[config.mk]
export PLATFORM = sky130hd
export DESIGN_NAME = crl_loader
export DESIGN_NICKNAME = d
export VERILOG_FILES = /design/src/include/crl_pkg.sv /design/src/hw/crl_loader.sv
export VERILOG_INCLUDE_DIRS = /design/src /design/src/include
export SDC_FILE = /design/constraint.sdc
export NUM_CORES = 1
export LEC_CHECK = 0
export ABC_AREA = 1
export BUFFER_PORTS_ARGS = -buffer_cell sky130_fd_sc_hd__buf_2
export CAP_MARGIN = 20
export CORE_MARGIN = 5
export CORE_UTILIZATION = 51
export DETAILED_ROUTE_END_ITERATION = 6
export PLACE_DENSITY_LB_ADDON = 0.08
export SLEW_MARGIN = 20
export SYNTH_ARGS = -nofsm -noshare
export SYNTH_HDL_FRONTEND = slang
export SYNTH_SLANG_ARGS = --single-unit
[constraint.sdc]
create_clock -name clock_i -period 2.41 [get_ports clock_i]
set_clock_uncertainty 0.2 [all_clocks]
set_input_delay 0.3615 -clock clock_i [delete_from_list [all_inputs] [get_ports clock_i]]
set_output_delay 0.3615 -clock clock_i [all_outputs]
set_load 0.01 [all_outputs]
[src/include/crl_consts.svh]
// Purpose: constants of the calibration register loader
// Assumes: byte-wide nonvolatile store, 100 MHz clock
// Notes:   addresses are byte addresses of the 768-byte store
`ifndef CRL_CONSTS_SVH
`define CRL_CONSTS_SVH
`define CRL_NV_DEPTH     768
`define CRL_NV_PAGES     12
`define CRL_PAGE_BYTES   64
`define CRL_LOCK_NORMAL  8'hFF
`define CRL_LOCK_CAL     8'h00
`define CRL_PTR_MAX      8'hAF
`define CRL_PTR_SPLIT    8'h80
`define CRL_OFS_BASE     10'h000
`define CRL_OFS_LAST     10'h15F
`define CRL_SPAN_BASE_LO 10'h200
`define CRL_SPAN_LAST_LO 10'h2FF
`define CRL_SPAN_BASE_HI 10'h1A0
`define CRL_SPAN_LAST_HI 10'h1FF
`define CRL_ADDR_CONFIG  10'h160
`define CRL_ADDR_OTC     10'h164
`define CRL_ADDR_STC     10'h168
`define CRL_ADDR_LOCK    10'h16A
`define CRL_FB_SEL_BIT   0
`define CRL_REFRESH_NS   1000000
`define CRL_CLK_NS       10
`define CRL_CFG_RESET    16'h0000
`endif

[src/include/crl_pkg.sv]
// Purpose: types of the calibration register loader
// Assumes: used together with crl_consts.svh
// Notes:   register select codes match the serial write port
package crl_pkg;
	typedef enum logic [2:0] {
		CRL_IDLE  = 3'b000,
		CRL_RD_LO = 3'b001,
		CRL_RD_HI = 3'b010,
		CRL_STORE = 3'b011,
		CRL_NEXT  = 3'b100
	} crl_state_t;
	typedef enum logic [2:0] {
		CRL_R_CONFIG = 3'b000,
		CRL_R_OTC    = 3'b001,
		CRL_R_STC    = 3'b010,
		CRL_R_OFS    = 3'b011,
		CRL_R_SPAN   = 3'b100
	} crl_reg_t;
endpackage

[src/hw/crl_loader.sv]
// Purpose: fill five calibration registers from the store or serial host
// Assumes: store answers a read one cycle after the address is presented
// Notes:   erase is a per-page strobe passed to the store; no timing here
//
// Behaviour
// - five 16-bit calibration registers, filled from store or serial writes.
// - normal mode when lock byte is FFh and override pin is low.
// - after reset in normal mode, load all five registers first.
// - each refresh reloads config, offset tempco and span tempco words.
// - each refresh reloads offset and span trim from temperature tables.
// - refresh repeats every 1 ms tick of the temperature timer.
// - lock byte 00h or override high selects calibration mode.
// - store addressed as 768 locations of 8 bits.
// - store split in 12 pages of 64 bytes, each page erasable alone.
// - offset table spans bytes 000h to 15Fh.
// - span table spans 200h to 2FFh and 1A0h to 1FFh.
// - each word pairs adjacent low and high bytes.
// - one configuration bit selects internal or external feedback.
// - tempco registers take any code 0000h to FFFFh.
// - sensor reading becomes an 8-bit pointer every 1 ms.
// - pointer clamps at AFh, no wraparound.
// - each pointer selects two consecutive bytes forming one word.
`timescale 1ns/1ns
`include "crl_consts.svh"
module crl_loader
	import crl_pkg::*;
#(
	parameter int REFRESH_CYCLES = `CRL_REFRESH_NS / `CRL_CLK_NS
) (
	input  wire logic        clock_i,
	input  wire logic        rst_n_i,
	input  wire logic        lock_override_i,
	input  wire logic [7:0]  temp_sample_i,
	input  wire logic [7:0]  nv_rdata_i,
	input  wire logic        ser_wr_i,
	input  wire logic [2:0]  ser_sel_i,
	input  wire logic [15:0] ser_data_i,
	input  wire logic        erase_req_i,
	input  wire logic [3:0]  erase_page_i,
	output logic      [9:0]  nv_addr_o,
	output logic             nv_rd_o,
	output logic             erase_o,
	output logic      [3:0]  erase_page_o,
	output logic      [15:0] config_word_o,
	output logic      [15:0] offset_tempco_code_o,
	output logic      [15:0] span_tempco_code_o,
	output logic      [15:0] offset_trim_code_o,
	output logic      [15:0] span_trim_code_o,
	output logic             feedback_internal_o,
	output logic             cal_mode_o,
	output logic             loaded_o,
	output logic      [7:0]  temp_pointer_o
);
	// refuse a refresh period shorter than 16 cycles
	if (REFRESH_CYCLES < 16) begin
		$error("REFRESH_CYCLES too small for a full load");
	end

	// ----------------------------------------------------------------
	// address helpers
	// ----------------------------------------------------------------
	// clamp a pointer to the highest table entry
	function automatic logic [7:0] clamp_ptr(input logic [7:0] p);
		clamp_ptr = (p > `CRL_PTR_MAX) ? `CRL_PTR_MAX : p;
	endfunction

	// low-byte address of a word for each register
	function automatic logic [9:0] word_addr(input crl_reg_t r,
			input logic [7:0] p);
		logic [9:0] twice;
		twice = {1'b0, p, 1'b0};
		case (r)
			CRL_R_CONFIG: word_addr = `CRL_ADDR_CONFIG;
			CRL_R_OTC:    word_addr = `CRL_ADDR_OTC;
			CRL_R_STC:    word_addr = `CRL_ADDR_STC;
			CRL_R_OFS:    word_addr = `CRL_OFS_BASE + twice;
			CRL_R_SPAN: begin
				if (p < `CRL_PTR_SPLIT)
					word_addr = `CRL_SPAN_BASE_LO + twice;
				else
					word_addr = `CRL_SPAN_BASE_HI + twice
						- {1'b0, `CRL_PTR_SPLIT, 1'b0};
			end
			default:      word_addr = `CRL_ADDR_CONFIG;
		endcase
	endfunction

	// ----------------------------------------------------------------
	// mode selection
	// ----------------------------------------------------------------
	logic [7:0]  lock_byte_r;
	logic [7:0]  lock_byte_nxt;
	logic        lock_known_r;
	logic        lock_known_nxt;
	wire         lock_cal  = lock_known_r && lock_byte_r == `CRL_LOCK_CAL;
	wire         lock_norm = lock_known_r && lock_byte_r == `CRL_LOCK_NORMAL;
	// override wins; lock byte 00h forces calibration
	wire         cal_mode  = lock_override_i || lock_cal;
	wire         norm_mode = !lock_override_i && lock_norm;

	// ----------------------------------------------------------------
	// temperature timer and pointer
	// ----------------------------------------------------------------
	logic [31:0] tick_cnt_r;
	logic [7:0]  ptr_r;
	wire         tick = tick_cnt_r == 32'(REFRESH_CYCLES - 1);

	always_ff @(posedge clock_i or negedge rst_n_i) begin
		if (!rst_n_i) begin
			tick_cnt_r <= 32'h0;
			ptr_r      <= 8'h00;
		end else begin
			tick_cnt_r <= tick ? 32'h0 : tick_cnt_r + 32'h1;
			if (tick)
				ptr_r <= clamp_ptr(temp_sample_i);
		end
	end

	// ----------------------------------------------------------------
	// load sequencer
	// ----------------------------------------------------------------
	crl_state_t  state_r;
	crl_state_t  state_nxt;
	crl_reg_t    sel_r;
	crl_reg_t    sel_nxt;
	logic        first_r;
	logic        first_nxt;
	logic        pend_r;
	logic        pend_nxt;
	logic        lock_ph_r;
	logic        lock_ph_nxt;
	logic [7:0]  lo_r;
	logic [7:0]  lo_nxt;
	logic        loaded_r;
	logic        loaded_nxt;
	logic [9:0]  addr_nxt;
	logic        rd_nxt;
	logic [15:0] cal_r [5];
	wire  [9:0]  base   = lock_ph_r ? `CRL_ADDR_LOCK : word_addr(sel_r, ptr_r);
	wire  [15:0] word   = {nv_rdata_i, lo_r};
	wire         st_wr  = state_r == CRL_STORE && !lock_ph_r;
	// refresh only while in normal mode
	wire         go     = pend_r && (lock_ph_r || norm_mode);

	always_comb begin
		state_nxt      = state_r;
		sel_nxt        = sel_r;
		first_nxt      = first_r;
		pend_nxt       = pend_r || (tick && !first_r);
		lock_ph_nxt    = lock_ph_r;
		lock_byte_nxt  = lock_byte_r;
		lock_known_nxt = lock_known_r;
		lo_nxt         = lo_r;
		loaded_nxt     = loaded_r;
		addr_nxt       = base;
		rd_nxt         = 1'b0;
		case (state_r)
			CRL_IDLE: begin
				if (go) begin
					rd_nxt    = 1'b1;
					state_nxt = CRL_RD_LO;
				end else if (pend_r && cal_mode) begin
					pend_nxt = 1'b0;
				end
			end
			CRL_RD_LO: begin
				// high byte follows the low byte even if the pointer moved
				addr_nxt  = nv_addr_o + 10'h001;
				rd_nxt    = 1'b1;
				state_nxt = CRL_RD_HI;
			end
			CRL_RD_HI: begin
				// low byte stands in the cycle after its read strobe
				lo_nxt    = nv_rdata_i;
				state_nxt = CRL_STORE;
			end
			CRL_STORE: begin
				if (lock_ph_r) begin
					lock_byte_nxt  = lo_r;
					lock_known_nxt = 1'b1;
					lock_ph_nxt    = 1'b0;
					state_nxt      = CRL_IDLE;
				end else
					state_nxt = CRL_NEXT;
			end
			CRL_NEXT: begin
				if (sel_r == CRL_R_SPAN) begin
					sel_nxt    = CRL_R_CONFIG;
					pend_nxt   = tick; // a tick on the last word is queued
					first_nxt  = 1'b0;
					loaded_nxt = 1'b1;
					state_nxt  = CRL_IDLE;
				end else begin
					sel_nxt   = crl_reg_t'(sel_r + 3'b001);
					rd_nxt    = 1'b1;
					addr_nxt  = word_addr(crl_reg_t'(sel_r + 3'b001), ptr_r);
					state_nxt = CRL_RD_LO;
				end
			end
			default: state_nxt = CRL_IDLE;
		endcase
	end

	always_ff @(posedge clock_i or negedge rst_n_i) begin
		if (!rst_n_i) begin
			state_r      <= CRL_IDLE;
			sel_r        <= CRL_R_CONFIG;
			first_r      <= 1'b1;
			pend_r       <= 1'b1;
			lock_ph_r    <= 1'b1;
			lock_byte_r  <= 8'h00;
			lock_known_r <= 1'b0;
			lo_r         <= 8'h00;
			loaded_r     <= 1'b0;
			nv_addr_o    <= `CRL_ADDR_LOCK;
			nv_rd_o      <= 1'b0;
		end else begin
			state_r      <= state_nxt;
			sel_r        <= sel_nxt;
			first_r      <= first_nxt;
			pend_r       <= pend_nxt;
			lock_ph_r    <= lock_ph_nxt;
			lock_byte_r  <= lock_byte_nxt;
			lock_known_r <= lock_known_nxt;
			lo_r         <= lo_nxt;
			loaded_r     <= loaded_nxt;
			nv_addr_o    <= addr_nxt;
			nv_rd_o      <= rd_nxt;
		end
	end

	// ----------------------------------------------------------------
	// calibration registers
	// ----------------------------------------------------------------
	// store words from the sequencer, or serial writes in calibration mode
	always_ff @(posedge clock_i or negedge rst_n_i) begin
		if (!rst_n_i) begin
			for (int i = 0; i < 5; i++)
				cal_r[i] <= `CRL_CFG_RESET;
		end else if (st_wr) begin
			cal_r[sel_r] <= word;
		end else if (ser_wr_i && cal_mode && ser_sel_i <= 3'(CRL_R_SPAN)) begin
			cal_r[ser_sel_i] <= ser_data_i;
		end
	end

	// page erase strobe towards the store
	always_ff @(posedge clock_i or negedge rst_n_i) begin
		if (!rst_n_i) begin
			erase_o      <= 1'b0;
			erase_page_o <= 4'h0;
		end else begin
			erase_o      <= erase_req_i && cal_mode
				&& erase_page_i < 4'(`CRL_NV_PAGES);
			erase_page_o <= erase_page_i;
		end
	end

	assign config_word_o        = cal_r[CRL_R_CONFIG];
	assign offset_tempco_code_o = cal_r[CRL_R_OTC];
	assign span_tempco_code_o   = cal_r[CRL_R_STC];
	assign offset_trim_code_o   = cal_r[CRL_R_OFS];
	assign span_trim_code_o     = cal_r[CRL_R_SPAN];
	assign feedback_internal_o  = cal_r[CRL_R_CONFIG][`CRL_FB_SEL_BIT];
	assign cal_mode_o           = cal_mode;
	assign loaded_o             = loaded_r;
	assign temp_pointer_o       = ptr_r;

	// ----------------------------------------------------------------
	// checks
	// ----------------------------------------------------------------
	a_ptr_clamped: assert property (
		@(posedge clock_i) disable iff (!rst_n_i)
		ptr_r <= `CRL_PTR_MAX) else $error("pointer above table end");
	a_ptr_update: assert property (
		@(posedge clock_i) disable iff (!rst_n_i)
		tick |=> ptr_r == clamp_ptr($past(temp_sample_i)))
		else $error("pointer not taken on tick");
	a_addr_range: assert property (
		@(posedge clock_i) disable iff (!rst_n_i)
		nv_rd_o |-> nv_addr_o < 10'(`CRL_NV_DEPTH))
		else $error("store address out of range");
	a_ofs_table: assert property (
		@(posedge clock_i) disable iff (!rst_n_i)
		st_wr && sel_r == CRL_R_OFS |-> $past(nv_addr_o, 2) <= `CRL_OFS_LAST)
		else $error("offset read outside table");
	a_span_table: assert property (
		@(posedge clock_i) disable iff (!rst_n_i)
		st_wr && sel_r == CRL_R_SPAN
		|-> $past(nv_addr_o, 2) >= `CRL_SPAN_BASE_HI)
		else $error("span read outside table");
	a_word_pair: assert property (
		@(posedge clock_i) disable iff (!rst_n_i)
		state_r == CRL_RD_LO
		|=> nv_rd_o && nv_addr_o == $past(nv_addr_o) + 10'h001)
		else $error("high byte not adjacent");
	a_cal_no_load: assert property (
		@(posedge clock_i) disable iff (!rst_n_i)
		cal_mode && state_r == CRL_IDLE && !lock_ph_r |=> !nv_rd_o)
		else $error("refresh in calibration mode");
	a_first_load: assert property (
		@(posedge clock_i) disable iff (!rst_n_i)
		$rose(loaded_r) |-> $past(sel_r) == CRL_R_SPAN)
		else $error("loaded before all five words");
	a_fb_bit: assert property (
		@(posedge clock_i) disable iff (!rst_n_i)
		feedback_internal_o == config_word_o[`CRL_FB_SEL_BIT])
		else $error("feedback select mismatch");
	a_norm_mode: assert property (
		@(posedge clock_i) disable iff (!rst_n_i)
		norm_mode |-> !cal_mode) else $error("modes overlap");
	a_refresh_go: assert property (
		@(posedge clock_i) disable iff (!rst_n_i)
		state_r == CRL_IDLE && pend_r && norm_mode && !lock_ph_r
		|=> nv_rd_o && nv_addr_o == $past(base))
		else $error("refresh not started in normal mode");
	a_tick_queued: assert property (
		@(posedge clock_i) disable iff (!rst_n_i)
		tick && !first_r && !cal_mode |=> pend_r)
		else $error("refresh tick lost");
endmodule

# Yosys cells after proc, flatten, opt, wreduce, memory -nomap -nowiden
# Cells that the tools add are included.
# op_classes
addsub,6
n_lt_le_gt_ge,8
n_eq_ne,15
mux,28
n_bitwise,2
n_reduce_logical,24
# ops
op,count
bitwise mux 80 bit,2
two-way mux 80 bit,2
demux 16 bit (select 3 bit),2
one-hot mux 10 bit (4 select lines),2
"adder 32 x 1 -> 32 bit, second input constant",1
"== test 32 x 17 -> 1 bit, second input constant",1
two-way mux 16 bit,2
two-way mux 32 bit,1
two-way mux 10 bit,3
one-hot mux 10 bit (2 select lines),1
"== test 3 x 2 -> 1 bit, second input constant",6
one-hot mux 3 bit (5 select lines),1
logical AND 1 bit,13
"adder 10 x 1 -> 10 bit, second input constant",1
"adder 10 x 9 -> 10 bit, first input constant",1
"adder 9 x 9 -> 10 bit, first input constant",1
"subtractor 10 x 9 -> 10 bit, second input constant",1
"== test 3 x 1 -> 1 bit, second input constant",3
"== test 3 bit, second input constant",3
two-way mux 3 bit,3
"== test 8 bit, second input constant",1
"greater-or-equal comparator 4 bit, second input constant",2
"greater-than comparator 8 bit, second input constant",1
logical NOT 8 bit,1
other kinds (16),28
# word_totals
register_bits,163
inputBits,44
out_inout_bits,107
elab_cells,103

# Longest topological paths before layout
# depth
depth_word,8
mapped_depth,11

# Worst setup path after synthesis
# OpenSTA, ideal clock, no wires.
# synth_timing
path_kind,reg2reg
startpoint,reg sel_r[0]
endpoint,reg nv_addr_o[4]
setup_time_ns,0.132
arrival_time_ns,1.940
t_required_ns,2.078
path_slack_ns,0.138
path_stages_with_launch,11
n_path_buf,0
synth_period_minus_slack_ns,2.272
path_cell_list,dfrtp_1 > clkinv_1 > ha_1 > nand2_1 > inv_1 > nor2_1 > inv_1 > nand2_1 > o21ai_0 > nand3_1 > o21ai_0
# synth_via
elab_chain_cells,5
word_cells_on_any_way,14
# synth_lines
item,line_no,text
start: declaration,crl_loader.sv:124,crl_reg_t sel_r;
start signal: assignment,crl_loader.sv:219,sel_r <= sel_nxt;
"adder 3 x 1 -> 3 bit, or another cell as far along",crl_loader.sv:196,"addr_nxt = word_addr(crl_reg_t'(sel_r + 3'b001), ptr_r);"
"== test 3 bit, or another cell as far along",crl_loader.sv:72,case (r)
one-hot mux 10 bit (4 select lines) or two-way mux 10 bit (tied branches),"crl_loader.sv:72, crl_loader.sv:139",
two-way mux 10 bit,crl_loader.sv:187,if (sel_r == CRL_R_SPAN) begin
one-hot mux 10 bit (2 select lines) (*),crl_loader.sv:157,case (state_r)
via addr_nxt[4],crl_loader.sv:136,logic [9:0] addr_nxt;
end signal: assignment,crl_loader.sv:215,nv_addr_o <= `CRL_ADDR_LOCK;
end signal: assignment,crl_loader.sv:227,nv_addr_o <= addr_nxt;
end: declaration,crl_loader.sv:40,"output logic [9:0] nv_addr_o,"
# Mark *: on every way through the listed nets, which the timed path passes. The rest lies on a longest branch.
# A chain may end at the register's enable or synchronous reset.

# Worst setup path in the final report
# layout_timing
startpoint,reg sel_r[1]
endpoint,reg nv_addr_o[5]
# Same word-level chain as after synthesis.

==> impl_metrics.py <==
metrics = {
    "die": {
        "ios": 151,
        "die_x_um": 139,
        "core_um2": 16500,
        "start_util_pct": 51.7,
        "die-area_um2": 19500,
        "num_rows": 47,
        "fp.dieH_um": 139,
    },
    "clock_network": {
        "cts_tree": "built",
        "clock_latency_ns": 0.43,
        "clk_pin_slew_ns": 0.07,
        "numCtsBuffers": 17,
        "cts_root_buf": "clkbuf_16",
        "cts_max_path_buffers": 2,
        "cts.sinks": 163,
        "h-tree-depth": 4,
    },
    "pwr": {
        "swShare_pct": 29.9,
        "switching_power_mw": 2.03,
        "comb_power_share_pct": 13.7,
        "p_int_mw": 4.76,
        "p_leak_nw": 5.50,
        "total_power_mw": 6.78,
        "pwr-share-clk_pct": 39.8,
        "seqPwrFrac_pct": 46.5,
        "vdd_drop_max_v": 0.000555,
        "p_per_area_nw_per_um2": 658,
    },
    "synthesis": {
        "synth_nets": 1156,
        "yosysSeqAreaShare_pct": 47.8,
        "synth-seq-cells": 163,
        "async_flop_share_pct": 100,
        "synthMuxAreaShare_pct": 0,
        "synthXorXnorAreaFrac_pct": 2.77,
        "synth_ff_type": "dfrtp_1",
        "synthesis.area_um2": 8550,
        "synth-adder-area-share_pct": 1.46,
        "synth_compound_gate_area_share_pct": 10.3,
        "synth-simple-area-share_pct": 29.7,
        "synth-warning-count": 0,
        "synth_cell_type_count": 40,
        "netlist_instances": 1102,
        "synth_edf_count": 0,
        "syn_avg_cell_area_um2": 7.76,
        "synth_top_family_by_area": "simple AND/OR/NAND/NOR gates",
    },
    "final_layout": {
        "drive_gt1_share_pct": 19.2,
        "stdcell_area_um2": 10300,
        "area_growth_pct": 20.5,
        "nets": 1323,
    },
    "detailed_routing": {
        "ant_nets": 0,
        "dr.first_iter.drc_count": 571,
        "detail_route.wirelength_mm": 25.0,
        "drc_errors": 0,
        "routedWlPerCell_um": 16.6,
        "dr.pass1.iters": 5,
        "vias": 8144,
        "avgViaCountPerCell": 5.41,
    },
    "critical_path": {
        "critPathRequiredTime_ns": 2.54,
        "worstPathArrival_ns": 2.42,
        "critPathMaxFanout": 8,
        "end_kind": "flip-flop",
        "crit_type": "reg2reg",
        "reg2reg_slack_ns": 0.12,
        "crit_path_start_kind": "flip-flop",
    },
    "placement": {
        "gp_congestion": 0.928,
        "portBuffers": 150,
        "post-dp-hpwl_mm": 18.6,
        "placed_area_um2": 9600,
    },
    "grt": {
        "grt_pass1_vias": 7837,
        "grt_pass1_wl_mm": 40.2,
        "grt_max_degree": 50,
        "antenna_found_initial": 4,
        "grt_overflow": 0,
        "grt_usage_pct": 25.6,
    },
    "timing": {
        "finalSetupTns_ns": 0,
        "fin_crit_sh_pct": 95.1,
        "worstMarginPinSlew_ns": 0.531,
        "final_max_slew_viol_count": 0,
        "hold_slack_ns": 0.0200,
        "setup_viol": 0,
        "max_freq_mhz": 436,
        "finalHoldViolCount": 0,
        "fin_crit_ns": 2.29,
        "slew_headroom_pct": 64.5,
    },
    "flow_run": {
        "drv_cap": 0,
    },
    "worst_hold_path": {
        "hp-class": "in2reg",
    },
    "outcome": {
        "status": "completed",
    },
}
==> worst max-delay path: stages (launching register included) <==
cell and delay [ns]:
dfrtp_1 0.47, inv_1 0.16, ha_1 0.20, nand2_1 0.07
buf_4 0.17, nand2_1 0.14, nand2_1 0.12, nor2_2 0.20
nand3_1 0.13, a21oi_1 0.18, o211ai_1 0.15
==> power groups by stage <==
stage / sequential [mW] / combinational [mW] / clock (mW)
after floorplan: 3.32 / 0.315 / 0
after global placement: 3.21 / 0.899 / 0
after detailed placement: 3.20 / 0.928 / 0
after CTS: 3.16 / 0.939 / 2.73
after global routing: 3.19 / 1.04 / 2.88
final: 3.16 / 0.927 / 2.70
==> Yosys cell counts, types with 2 or more instances <==
library cell  number  area share [%]
dfstp_2            8             2.5
buf_6              3            0.40
xor2_1            26             2.7
nor3b_1            4            0.35
inv_2              2           0.088
o211ai_1           2            0.18
o22ai_1           75             5.5
nor2_1            74             3.2
buf_2             18             1.1
o221ai_1           2            0.20
nor3_1            25             1.5
a22oi_1            3            0.26
nand3_1          121             7.1
or2_2              4            0.29
inv_1            127             5.6
dfrtp_1          155              45
buf_1              2           0.088
clkbuf_1          10            0.44
nand2_1          332              15
o32ai_1            4            0.41
buf_4              3            0.26
ha_1              10             1.5
nand2_4            2            0.26
nand4_1           14             1.0
nand2_2           12            0.88
a21oi_1            8            0.47
o21ai_0           43             2.5
==> cells by family after synthesis <==
logic type | after synthesis
xor+xnor | 27
buf+inv | 166
simple gates | 593
flops | 163
fa+ha+maj | 10
compound gates | 143
==> area by class of cell <==
class | count | area [um^2]
inverter | 130 | 488
fill | 1505 | 6220
sequential | 163 | 4090
clock buffer | 17 | 425
timing repair buffer | 184 | 1070
clock inverter | 15 | 160
multi-input combinational | 773 | 3790
antenna | 3 | 7.51
tap | 220 | 275
==> cell usage in the layout, fill, tap and decap left out, types with 9 or more instances in the layout <==
master / n
buf_2: 149
nor2_1: 73
nand2_1: 332
dfrtp_1: 155
o21ai_0: 43
inv_1: 127
nand4_1: 14
ha_1: 9
nand2_2: 11
clkbuf_16: 17
buf_4: 23
o22ai_1: 75
nor3_1: 25
nand3_1: 121
xor2_1: 26
==> per-layer routing <==
layer	track usage, %	vias to the layer above	part of all wire (%)
li1	-	3968	-
met1	33.7	3873	43
met2	42.6	255	49
met3	5.97	44	5.7
met4	7.21	4	2.1
met5	0	-	0.084
==> registers in the layout, indices dropped and copies added, names as in the netlist <==
name and count:
tick_cnt_r 32, erase_o 1, span_trim_code_o 16, lock_known_r 1, offset_trim_code_o 16, sel_r 3, config_word_o 16, span_tempco_code_o 16
lock_ph_r 1, lo_r 8, nv_addr_o 10, temp_pointer_o 8, first_r 1, offset_tempco_code_o 16, pend_r 1, lock_byte_r 8
loaded_o 1, nv_rd_o 1, erase_page_o 4, state_r 3
==> per-stage QoR <==
step	cells	utilization [%]	setup WS [ns]
after floorplan	1102	-	0.138
after global placement	1460	58.1	0.132
after detailed placement	1460	58.1	0.123
after CTS	1500	62.1	0.102
after global routing	1504	62.4	-0.00283
final	1505	62.4	0.118
==> worst paths after layout <==
path	cells after the start	endpoint	start
setup / recovery	10	nv_addr_o[5]$_DFF_PN1_	sel_r[1]$_DFFE_PN0P_
hold / removal	3	temp_pointer_o[0]$_DFFE_PN0N_	temp_sample_i[0]
setup reg to reg	10	nv_addr_o[5]$_DFF_PN1_	sel_r[1]$_DFFE_PN0P_
hold reg to reg	1	tick_cnt_r[0]$_DFF_PN0_	tick_cnt_r[0]$_DFF_PN0_
max in group asynchronous	3	first_r$_DFFE_PN1P_	rst_n_i
min in group asynchronous	2	tick_cnt_r[14]$_DFF_PN0_	rst_n_i
==> repair_timing <==
item                                   CTS  global route
resized for setup                        0             5
hold buffers                             8             0
endpoints found under the hold margin   51             0
setup endpoints to repair                0            44
setup buffers                            0             2
No activity file was read; power rests on OpenSTA's default activity.
